--- src/logic/chan_value_pkg.sv ---
package chan_value_pkg;

   // Access targets on the internal register port
   typedef enum logic [2:0] {
      sel_counter_high   = 3'h0,
      sel_counter_low    = 3'h1,
      sel_timer_sc       = 3'h2,
      sel_channel_sc     = 3'h3,
      sel_channel_high   = 3'h4,
      sel_channel_low    = 3'h5
   } reg_sel_t;

   // Channel operating modes, decoded from the channel status-control write
   typedef enum logic [1:0] {
      mode_input_capture = 2'h0,
      mode_output_compare = 2'h1,
      mode_edge_pwm      = 2'h2,
      mode_edge_pwm_alt  = 2'h3
   } chan_mode_t;

   typedef struct packed {
      logic       valid;
      logic       write;
      reg_sel_t   sel;
      logic [7:0] data;
   } access_t;

   // Read coherency latch: value caught on the first byte read
   typedef struct packed {
      logic        held;
      logic        high_first;
      logic [15:0] value;
   } read_latch_t;

   // Field positions inside the status-control bytes, field codes, reset values and counter top value
   localparam int          CLKS_LSB       = 3;
   localparam int          MODE_LSB       = 4;
   localparam logic [1:0]  CLKS_NONE      = 2'h0;
   localparam logic [1:0]  CLKS_RESET     = 2'h0;
   localparam chan_mode_t  MODE_RESET     = mode_input_capture;
   localparam logic [15:0] COUNTER_RESET  = 16'h0000;
   localparam logic [15:0] CHANNEL_RESET  = 16'h0000;
   localparam logic [15:0] COUNTER_TOP    = 16'hffff;
   localparam logic [7:0]  READ_RESET     = 8'h00;

endpackage

--- src/logic/timer_channel_value_buffering.sv ---
`timescale 1ns/1ns
// Functional notes
// - In debug halt, timer status-control or counter byte writes clear the counter read latch.
// - In debug halt, channel value reads return the live channel register.
// - In debug halt, a channel status-control write clears the channel read latch.
// - In input capture mode, channel value writes are ignored.
// - Output compare with clock selected: load buffer at next counter tick after pair.
// - An update is pending only after both bytes are written.
// - Edge PWM with clock selected: load buffer after pair, at counter wrap.
// - A channel status-control write while an update is pending cancels it.
module timer_channel_value_buffering
   import chan_value_pkg::*;
(
   // Clock and reset
   input  wire logic        clock,
   input  wire logic        rst_b,
   // Status from surrounding logic, same clock
   input  wire logic        debug_halt_mode,
   input  wire logic        prescaler_end,
   input  wire logic [15:0] capture_value,
   input  wire logic        capture_event,
   // CPU register access
   input  wire access_t     access,
   // Results
   output logic [7:0]       read_data,
   output logic [15:0]      channel_value_pair,
   output logic [15:0]      counter_value_pair,
   output logic             update_pending
);

   logic [1:0]  clock_source_select;
   logic [1:0]  next_clock_source_select;
   chan_mode_t  mode;
   chan_mode_t  next_mode;
   logic [15:0] next_counter;
   logic [15:0] next_channel;
   logic [15:0] write_buffer;
   logic [15:0] next_write_buffer;
   logic [1:0]  bytes_written;
   logic [1:0]  next_bytes_written;
   logic        next_pending;
   read_latch_t counter_latch;
   read_latch_t next_counter_latch;
   read_latch_t channel_latch;
   read_latch_t next_channel_latch;
   logic [7:0]  next_read_data;

   logic wr;
   logic rd;
   logic counter_tick;
   logic counter_wrap;
   logic clock_on;

   assign wr           = access.valid && access.write;
   assign rd           = access.valid && !access.write;
   assign clock_on     = clock_source_select != CLKS_NONE;
   // Counter is frozen during debug halt so the image stays stable for the debugger
   assign counter_tick = clock_on && prescaler_end && !debug_halt_mode;
   assign counter_wrap = counter_tick && counter_value_pair == COUNTER_TOP;

   // Control and counter
   always_comb begin
      next_clock_source_select = clock_source_select;
      next_mode                = mode;
      next_counter             = counter_value_pair;
      if (wr && access.sel == sel_timer_sc) begin
         next_clock_source_select = access.data[CLKS_LSB +: 2];
      end
      if (wr && access.sel == sel_channel_sc) begin
         next_mode = chan_mode_t'(access.data[MODE_LSB +: 2]);
      end
      if (wr && (access.sel == sel_counter_high || access.sel == sel_counter_low)) begin
         next_counter = COUNTER_RESET;
      end else if (counter_tick) begin
         next_counter = counter_value_pair + 16'h0001;
      end
   end

   always_ff @(posedge clock or negedge rst_b) begin
      if (!rst_b) begin
         clock_source_select <= CLKS_RESET;
         mode                <= MODE_RESET;
         counter_value_pair  <= COUNTER_RESET;
      end else begin
         clock_source_select <= next_clock_source_select;
         mode                <= next_mode;
         counter_value_pair  <= next_counter;
      end
   end

   // Channel value write buffering
   always_comb begin
      logic pair_done;
      logic load;
      pair_done          = 1'b0;
      load               = 1'b0;
      next_write_buffer  = write_buffer;
      next_bytes_written = bytes_written;
      next_pending       = update_pending;
      next_channel       = channel_value_pair;
      if (mode == mode_input_capture) begin
         // Writes dropped; only captures move the register
         if (capture_event) begin
            next_channel = capture_value;
         end
         next_bytes_written = 2'h0;
         next_pending       = 1'b0;
      end else if (wr && (access.sel == sel_channel_high || access.sel == sel_channel_low)) begin
         if (access.sel == sel_channel_high) begin
            next_write_buffer[15:8] = access.data;
            next_bytes_written[1]   = 1'b1;
         end else begin
            next_write_buffer[7:0]  = access.data;
            next_bytes_written[0]   = 1'b1;
         end
         pair_done = &next_bytes_written;
         if (pair_done) begin
            next_bytes_written = 2'h0;
            if (!clock_on) begin
               load = 1'b1;
            end else begin
               next_pending = 1'b1;
            end
         end
      end else if (wr && access.sel == sel_channel_sc) begin
         next_pending = 1'b0;
      end else if (update_pending) begin
         if (mode == mode_output_compare && counter_tick) begin
            load = 1'b1;
         end else if (mode != mode_output_compare && counter_wrap) begin
            load = 1'b1;
         end
      end
      if (load) begin
         next_channel = next_write_buffer;
         next_pending = 1'b0;
      end
   end

   always_ff @(posedge clock or negedge rst_b) begin
      if (!rst_b) begin
         write_buffer       <= CHANNEL_RESET;
         bytes_written      <= 2'h0;
         update_pending     <= 1'b0;
         channel_value_pair <= CHANNEL_RESET;
      end else begin
         write_buffer       <= next_write_buffer;
         bytes_written      <= next_bytes_written;
         update_pending     <= next_pending;
         channel_value_pair <= next_channel;
      end
   end

   // Read path with byte-pair coherency latches
   always_comb begin
      next_counter_latch = counter_latch;
      next_channel_latch = channel_latch;
      next_read_data     = read_data;
      if (rd && (access.sel == sel_counter_high || access.sel == sel_counter_low)) begin
         if (!counter_latch.held) begin
            next_counter_latch.held       = 1'b1;
            next_counter_latch.high_first = access.sel == sel_counter_high;
            next_counter_latch.value      = counter_value_pair;
            next_read_data = (access.sel == sel_counter_high) ? counter_value_pair[15:8]
                                                              : counter_value_pair[7:0];
         end else begin
            next_read_data = (access.sel == sel_counter_high) ? counter_latch.value[15:8]
                                                              : counter_latch.value[7:0];
            if (counter_latch.high_first != (access.sel == sel_counter_high)) begin
               next_counter_latch.held = 1'b0;
            end
         end
      end
      if (rd && (access.sel == sel_channel_high || access.sel == sel_channel_low)) begin
         if (debug_halt_mode) begin
            next_read_data = (access.sel == sel_channel_high) ? channel_value_pair[15:8]
                                                              : channel_value_pair[7:0];
         end else if (!channel_latch.held) begin
            next_channel_latch.held       = 1'b1;
            next_channel_latch.high_first = access.sel == sel_channel_high;
            next_channel_latch.value      = channel_value_pair;
            next_read_data = (access.sel == sel_channel_high) ? channel_value_pair[15:8]
                                                              : channel_value_pair[7:0];
         end else begin
            next_read_data = (access.sel == sel_channel_high) ? channel_latch.value[15:8]
                                                              : channel_latch.value[7:0];
            if (channel_latch.high_first != (access.sel == sel_channel_high)) begin
               next_channel_latch.held = 1'b0;
            end
         end
      end
      if (debug_halt_mode && wr && (access.sel == sel_timer_sc
            || access.sel == sel_counter_high || access.sel == sel_counter_low)) begin
         next_counter_latch.held = 1'b0;
      end
      if (debug_halt_mode && wr && access.sel == sel_channel_sc) begin
         next_channel_latch.held = 1'b0;
      end
   end

   always_ff @(posedge clock or negedge rst_b) begin
      if (!rst_b) begin
         counter_latch <= '0;
         channel_latch <= '0;
         read_data     <= READ_RESET;
      end else begin
         counter_latch <= next_counter_latch;
         channel_latch <= next_channel_latch;
         read_data     <= next_read_data;
      end
   end
endmodule

--- config.mk ---
export PLATFORM = sky130hd
export DESIGN_NAME = timer_channel_value_buffering
export DESIGN_NICKNAME = d
export VERILOG_FILES = /design/src/logic/chan_value_pkg.sv /design/src/logic/timer_channel_value_buffering.sv
export SDC_FILE = /design/constraint.sdc
export NUM_CORES = 1
export LEC_CHECK = 0
export ABC_AREA = 0
export BUFFER_PORTS_ARGS = -buffer_cell sky130_fd_sc_hd__clkbuf_2
export CORE_UTILIZATION = 40
export CTS_BUF_LIST = sky130_fd_sc_hd__clkbuf_8 sky130_fd_sc_hd__clkbuf_16
export DETAILED_ROUTE_END_ITERATION = 6
export PLACE_DENSITY = 0.63
export SKIP_CTS_REPAIR_TIMING = 1
export SLEW_MARGIN = 20
export SYNTH_ARGS = -nofsm -noshare
export SYNTH_HDL_FRONTEND = slang
export SYNTH_SLANG_ARGS = --single-unit
--- constraint.sdc ---
create_clock -name clock -period 3 [get_ports clock]
set_input_delay 0.3 -clock clock [delete_from_list [all_inputs] [get_ports clock]]
set_output_delay 0.3 -clock clock [all_outputs]
set_load 0.02 [all_outputs]
==> results of run 1 <==
worst max path at each step:
stage                                            from                            endpoint  slack (ns)
global placement                           access[10]   channel_value_pair[1]$_DFFE_PN0P_        0.64
CTS                 counter_value_pair[0]$_DFFE_PN0P_  channel_value_pair[14]$_DFFE_PN0P_        0.69
floorplan                         mode[1]$_DFFE_PN0P_  channel_value_pair[10]$_DFFE_PN0P_        0.80
finish              counter_value_pair[1]$_DFFE_PN0P_   channel_value_pair[2]$_DFFE_PN0P_        0.73
detailed placement                         access[10]   channel_value_pair[3]$_DFFE_PN0P_        0.61
global route        counter_value_pair[1]$_DFFE_PN0P_   channel_value_pair[2]$_DFFE_PN0P_        0.54
registers in the layout, indices dropped and copies added (netlist names):
register             count
channel_latch           18
counter_value_pair      16
update_pending           1
read_data                8
bytes_written            2
clock_source_select      2
channel_value_pair      16
write_buffer            16
mode                     2
counter_latch           18
Yosys cell counts (2+ instances only):
master / n / area share [%]
nor3b_1: 4 / 0.63
nor3_2: 3 / 0.63
mux2_1: 10 / 2.4
mux4_2: 16 / 7.6
nand3_1: 7 / 0.74
buf_4: 3 / 0.48
nor2b_1: 2 / 0.26
dfrtp_1: 99 / 52
nor4_1: 2 / 0.26
nor2_1: 36 / 2.9
xor2_1: 12 / 2.2
nand2_1: 13 / 1.0
mux2_2: 75 / 18
a21oi_1: 13 / 1.4
clkbuf_1: 6 / 0.48
nand4_1: 7 / 0.93
mux2i_1: 10 / 2.1
xnor2_1: 5 / 0.93
and3_1: 2 / 0.26
buf_2: 4 / 0.42
buf_1: 2 / 0.16
nand2b_1: 2 / 0.26
metal layers:
| metal | global-route usage, % | vias to the layer above |
|---|---|---|
| met1 | 26.15 | 1609 |
| met5 | 0 | - |
| met2 | 26.58 | 60 |
| li1 | - | 1451 |
| met4 | 6.844 | 0 |
| met3 | 3.445 | 11 |
cell type report:
class,count,area [um2]
fillers,977,5843
flip-flops and latches,99,2477
multi-input cells,236,2168
repair buffers,90,493.0
clock buffers,10,239.0
well taps,143,178.9
clock inverters,6,63.81
inverters,1,3.754
through the flow:
step	util [%]	total power [mW]	instance area [um2]	setup slack [ns]
floorplan	-	2.727	4733	0.7970
global placement	46.40	3.114	5321	0.6432
detailed placement	46.40	3.157	5321	0.6137
CTS	49.05	4.332	5624	0.6948
global route	49.05	4.513	5624	0.5418
finish	49.05	4.276	5624	0.7326
power breakdown:
part	total, mW	switching (mW)	leakage, nW	internal, mW
Sequential	1.95	0.272	1.27	1.68
Clock	1.17	0.499	0.151	0.670
Combinational	1.16	0.558	1.18	0.599
Total	4.28	1.33	2.59	2.95
worst register-to-register path, cell delays in order (launching register included):
cell	delay (ns)
dfrtp_1	0.46
ha_1	0.24
nand4_1	0.10
nor4_1	0.42
nor2_1	0.15
nor3_4	0.13
buf_4	0.28
mux2_2	0.38
cells by family (layout without fill, tap and decap cells):
family                   count (synthesis)  after routing  share of synthesized area (%)
AO/OA/AOI/OAI                           19             19                          2.432
AND/OR/NAND/NOR                         88             88                          10.02
adder cells (fa/ha/maj)                  1              1                         0.2643
buffers and inverters                   17            107                          1.850
multiplexers                           111            111                          29.95
flip-flops                              99             99                          52.34
XOR/XNOR                                17             17                          3.146
==> key figures, run 1 <==
Placed design
  – HPWL after DPL: 7436 um
  – Global placer's final weighted congestion: 0.8582
  – Placed cells: 569
  – Number of buffer cells added on primary ports: 74

Route
  – Via-to-Cell Ratio: 5.352
  – Detailed-routed wire length on met2: 4645 um
  – Pre-Repair DR Iteration Count: 4
  – Remaining antenna violation count: 0
  – Highest routed layer: met4
  – Post-route DRC violation count: 0
  – Met3 wirelength from detailed routing: 351 um
  – Via count of the routed design: 3131
  – Avg WL per Cell: 17.29 um
  – Met1 Wirelength: 4953 um
  – Total Wirelength: 10110 um
  – DR iter-0 viols: 150

Global routing
  – Total gr overflow: 0
  – Number of global-route vias before repair: 3184
  – Global-route wire length before repair: 17040 um
  – Initial antenna violation count: 0
  – Global-route total usage across every layer: 17.97%
  – Maximum number of pins on one net before global-route repair: 51

STA
  – Post-route minimum period: 2.267 ns
  – Minimum hold slack: -0.03594 ns
  – Max Clock Skew: 0.007672 ns
  – RSZ-0062 raised after global routing: false
  – Share of the cycle needed by the critical path after routing: 75.58%
  – Slew at the pin closest to its max-slew limit: 0.6529 ns
  – Final setup violation count: 0
  – Final TNS setup: 0 ns
  – Count of final hold-check violations: 23
  – Maximum clock frequency: 441.0 MHz
  – Worst relative slew slack: 56.47%
  – Final-report max-slew violation count: 0

Worst setup path
  – Worst setup SP type: flop
  – Maximum fanout along the worst path: 16
  – Worst path depth: 7
  – Top cell family by delay on the critical path: simple AND/OR/NAND/NOR gates
  – R2R Path End: channel_value_pair[2]$_DFFE_PN0P_
  – Highest cell delay on the worst timing path: 0.46 ns
  – Setup slack of the worst register-to-register path: 0.73 ns
  – Worst Setup End Kind: flop
  – Worst path bufs/invs: 1
  – Worst reg-to-reg path cell count: 7
  – Data required, critical path: 3.23 ns
  – Arrival time reported for the critical path endpoint: 2.50 ns
  – Start-to-end type of the worst setup path: flop to flop
  – Launching point of the worst reg2reg path: counter_value_pair[1]$_DFFE_PN0P_
  – Critical path, cell by cell: ha_1, nand4_1, nor4_1, nor2_1, nor3_4, buf_4, mux2_2
  – Worst path slowest cell: dfrtp_1

Power and ir drop
  – Leakage power: 2.594 nW
  – IR drop worst, VDD: 0.3774 mV
  – Power per cell area: 760.4 nW/um2

Floorplanning
  – Core Footprint: 11470 um2
  – Starting Density: 41.28%
  – Top-level port count: 75
  – Die extent in y: 110.8 um
  – Standard-cell row count: 39
  – Horizontal extent of the die: 110.8 um
  – Die area: 12270 um2

Synthesis
  – Net count after synthesis: 387
  – Number of flops mapped to enable cells by yosys: 0
  – Fraction of the yosys area taken by sequential cells: 52.34%
  – Summed instance area of the synthesized netlist: 4733 um2
  – Warnings from Yosys: 0
  – Share of flip-flops with an asynchronous set or reset: 100.0%
  – Avg Synthesized Cell Area: 13.45 um2
  – Distinct cell type count after synthesis: 41
  – Yosys reg bits: 99
  – Gate count after technology mapping: 352
  – Leading register cell type out of synthesis: dfrtp_1

Layout
  – Share of final-layout standard cells stronger than drive strength 1: 46.38%
  – Most common cell after layout, fill and taps aside: dfrtp_1
  – Count of non-filler cells in the finished layout: 585
  – Number of antenna diodes: 0
  – Number of nets in the layout: 472
  – Most used cells in the layout excluding fill and tap cells: 99 x dfrtp_1, 75 x mux2_2, 73 x clkbuf_2, 36 x nor2_1, 17 x buf_4
  – Layout Area Growth over Synthesis: 18.82%

Worst hold path
  – Class of the most critical hold timing path: primary input to async pin

Clock network
  – Clk slew on worst S/H paths: 0.07 ns
  – Clock tree from TritonCTS: built
  – Maximum level of the CTS H-tree: 3
  – Root buffer cell: clkbuf_16
  – Clock buffers created by TritonCTS: 9
  – Clock tree buffer depth: 2
  – Num Clock Sinks: 99
  – Clk Latency, worst-skew pair: 0.35 ns

Flow run
  – Number of max-cap violations: 0

Run status
  – Outcome: finished, violations left
  – Violations in the final reports: hold timing
Note: power is estimated with default switching activity, not from simulation.
==> inputs of run 2 (changes only) <==
--- a/config.mk
+++ b/config.mk
@@ -10,7 +10,7 @@
 export CORE_UTILIZATION = 40
 export CTS_BUF_LIST = sky130_fd_sc_hd__clkbuf_8 sky130_fd_sc_hd__clkbuf_16
 export DETAILED_ROUTE_END_ITERATION = 6
-export PLACE_DENSITY = 0.63
+export PLACE_DENSITY = 0.65
 export SKIP_CTS_REPAIR_TIMING = 1
 export SLEW_MARGIN = 20
 export SYNTH_ARGS = -nofsm -noshare
==> constraint.sdc (replaced) <==
create_clock -name clock -period 1.9 [get_ports clock]
set_input_delay 0.19 -clock clock [delete_from_list [all_inputs] [get_ports clock]]
set_output_delay 0.19 -clock clock [all_outputs]
set_load 0.02 [all_outputs]
==> run 2 against run 1 <==
Effect of this change:
- power up 60%
- sequential power up 56%
- non-clock buffer count up 29
- core utilization up 2.9 points
- the flow finishes with violations (setup timing)
- register-to-register slack worse by 0.76 ns
- critical path depth down 1
- critical endpoint is now channel_value_pair[3]$_DFFE_PN0P_
==> key figures, run 2 (same netlist as run 1, synthesis figures left out) <==
Run status
  – Outcome: finished, violations left
  – Violations in the final reports: setup timing

Route
  – Post-route DRC violation count: 0 (unchanged)
  – Pre-Repair DR Iteration Count: 4 (unchanged)
  – Via count of the routed design: 3187 (+1.8%)
  – DR iter-0 viols: 146 (-2.7%)
  – Remaining antenna violation count: 0 (unchanged)
  – Via-to-Cell Ratio: 5.191 (-3.0%)
  – Total Wirelength: 10310 um (+2.0%)
  – Avg WL per Cell: 16.79 um (-2.9%)

Layout
  – Most used cells in the layout excluding fill and tap cells: 96 x dfrtp_1, 73 x mux2_2, 73 x clkbuf_2, 39 x buf_4, 34 x nor2_1
  – Registers with the highest flip-flop counts: channel_latch (18), counter_latch (18)
  – Sequential cell area: 2481 um2 (+0.15%)
  – Number of nets in the layout: 501 (+6.1%)
  – End-of-flow core utilization: 51.97% (+2.9 points)
  – Post-route cell area: 5959 um2 (+6.0%)
  – Share of final-layout standard cells stronger than drive strength 1: 51.59% (+5.2 points)
  – Fill count: 990 (+1.3%)
  – Layout Area Growth over Synthesis: 25.91%
  – Number of antenna diodes: 0 (unchanged)
  – Area of the multi-input gates: 2221 um2 (+2.4%)
  – Most common cell after layout, fill and taps aside: dfrtp_1

STA
  – PnR worst setup slack: -0.03151 ns (-0.7642 ns)
  – Final-report max-slew violation count: 0 (unchanged)
  – Final TNS setup: -0.1811 ns (-0.1811 ns)
  – Final setup violation count: 14 (+14)
  – Max Clock Skew: 0.009613 ns (+0.001941 ns)
  – Count of final hold-check violations: 0 (-100%)
  – Share of the cycle needed by the critical path after routing: 101.7% (+26 points)
  – Worst relative slew slack: 65.43% (+9.0 points)
  – Minimum hold slack: 0.1033 ns (+0.1393 ns)
  – Post-route minimum period: 1.932 ns (-0.3358 ns)
  – RSZ-0062 raised after global routing: true
  – Maximum clock frequency: 517.7 MHz (+17%)
  – Slew at the pin closest to its max-slew limit: 0.5185 ns (-0.1344 ns)

Worst hold path
  – Class of the most critical hold timing path: primary input to flop
  – Worst min-delay path startpoint: access[1]
  – Cell depth of the worst hold path: 2
  – Min-Delay Endpoint: write_buffer[9]$_DFF_PN0_

Global routing
  – Global-route wire length before repair: 17450 um (+2.4%)
  – Initial antenna violation count: 0 (unchanged)
  – Maximum number of pins on one net before global-route repair: 73 (+43%)
  – Number of global-route vias before repair: 3351 (+5.2%)
  – Global-route total usage across every layer: 18.14% (+0.18 points)
  – Total gr overflow: 0 (unchanged)

Worst setup path
  – R2R Path End: channel_value_pair[3]$_DFFE_PN0P_
  – Worst reg-to-reg path cell count: 6 (-1)
  – Worst Setup End Kind: flop
  – Worst path bufs/invs: 1 (unchanged)
  – Setup slack of the worst register-to-register path: -0.03 ns (-0.76 ns)
  – Top cell family by delay on the critical path: simple AND/OR/NAND/NOR gates
  – Data required, critical path: 2.13 ns (-1.10 ns)
  – Launching point of the worst reg2reg path: counter_value_pair[4]$_DFFE_PN0P_
  – Highest cell delay on the worst timing path: 0.40 ns (-0.06 ns)
  – Worst setup SP type: flop
  – Worst path slowest cell: nor4_4
  – Critical path, cell by cell: nand4_1, nor4_4, nor2_2, nor3_4, buf_12, mux2_2
  – Start-to-end type of the worst setup path: flop to flop
  – Maximum fanout along the worst path: 16 (unchanged)
  – Arrival time reported for the critical path endpoint: 2.17 ns (-0.33 ns)

Flow run
  – Number of max-cap violations: 0 (unchanged)

Clock network
  – Root buffer cell: clkbuf_16
  – Num Clock Sinks: 99 (unchanged)
  – Maximum level of the CTS H-tree: 3 (unchanged)
  – Clk slew on worst S/H paths: 0.07 ns (about the same)
  – Clock tree from TritonCTS: built
  – Clock tree buffer depth: 2 (unchanged)
  – Clk Latency, worst-skew pair: 0.35 ns (about the same)
  – Clock buffers created by TritonCTS: 9 (unchanged)

Placed design
  – HPWL after DPL: 7690 um (+3.4%)
  – Global placer's final weighted congestion: 0.7872 (-8.3%)
  – Cell Area, Placed: 5637 um2 (+5.9%)
  – Post-Place Worst Slack: -0.1804 ns (-0.7941 ns)
  – Number of buffer cells added on primary ports: 74 (unchanged)

Floorplanning
  – Standard-cell row count: 39 (unchanged)
  – Top-level port count: 75 (unchanged)
  – Horizontal extent of the die: 110.8 um (unchanged)
  – Core Footprint: 11470 um2 (unchanged)
  – Starting Density: 41.28% (unchanged)
  – Die area: 12270 um2 (unchanged)
  – Die extent in y: 110.8 um (unchanged)

Power and ir drop
  – Leakage power: 2.766 nW (+6.6%)
  – Power per cell area: 1145 nW/um2 (+51%)
  – IR drop worst, VDD: 0.5620 mV (+49%)
-- run 2: cell types whose count changed in the layout (fill, tap and decap cells not counted), moves of 2 or more --
cell / previous run / this run
buf_12: 0 / 6
mux2_2: 75 / 73
dfrtp_1: 99 / 96
nor2_1: 36 / 34
nor2_2: 0 / 2
dfrtp_2: 0 / 3
mux2_4: 0 / 2
clkinvlp_4: 1 / 3
nor3b_1: 4 / 2
buf_4: 17 / 39
nor3b_2: 0 / 2
-- run 2: layer usage --
metal	share of wire, %	track usage [%]
met5	0	0
met4	1.5	6.400
met3	3.7	3.062
met2	48	28.20
met1	47	25.72
-- run 2: final cells by class --
class                   count  share of cell area, %
flip-flops and latches     99                  41.63
multi-input cells         236                  37.27
repair buffers            119                  13.23
clock buffers              10                  4.010
well taps                 143                  3.002
clock inverters             6                 0.7978
inverters                   1                0.06299
-- run 2: where the power goes --
part / switching (mW) / internal (mW) / leakage, nW
Combinational: 0.961 / 1.06 / 1.37
Sequential: 0.398 / 2.65 / 1.26
Clock: 0.818 / 0.935 / 0.133
-- run 2: worst max-delay path by stage --
stage	from	cells after the start	slack [ns]	to
floorplan	counter_value_pair[0]$_DFFE_PN0P_	7	-0.16	channel_value_pair[10]$_DFFE_PN0P_
global placement	counter_value_pair[1]$_DFFE_PN0P_	7	-0.07	channel_value_pair[2]$_DFFE_PN0P_
detailed placement	counter_value_pair[1]$_DFFE_PN0P_	7	-0.18	channel_value_pair[0]$_DFFE_PN0P_
CTS	counter_value_pair[1]$_DFFE_PN0P_	7	-0.19	channel_value_pair[3]$_DFFE_PN0P_
global route	counter_value_pair[5]$_DFFE_PN0P_	6	-0.12	channel_value_pair[3]$_DFFE_PN0P_
finish	counter_value_pair[4]$_DFFE_PN0P_	6	-0.03	channel_value_pair[3]$_DFFE_PN0P_
-- run 2: stage by stage --
stage | power, mW | std cells
after detailed placement | 5.132 | 596
after global routing | 7.203 | 614
after floorplan | 4.333 | 352
after CTS | 6.888 | 612
after global placement | 5.036 | 596
final | 6.826 | 614
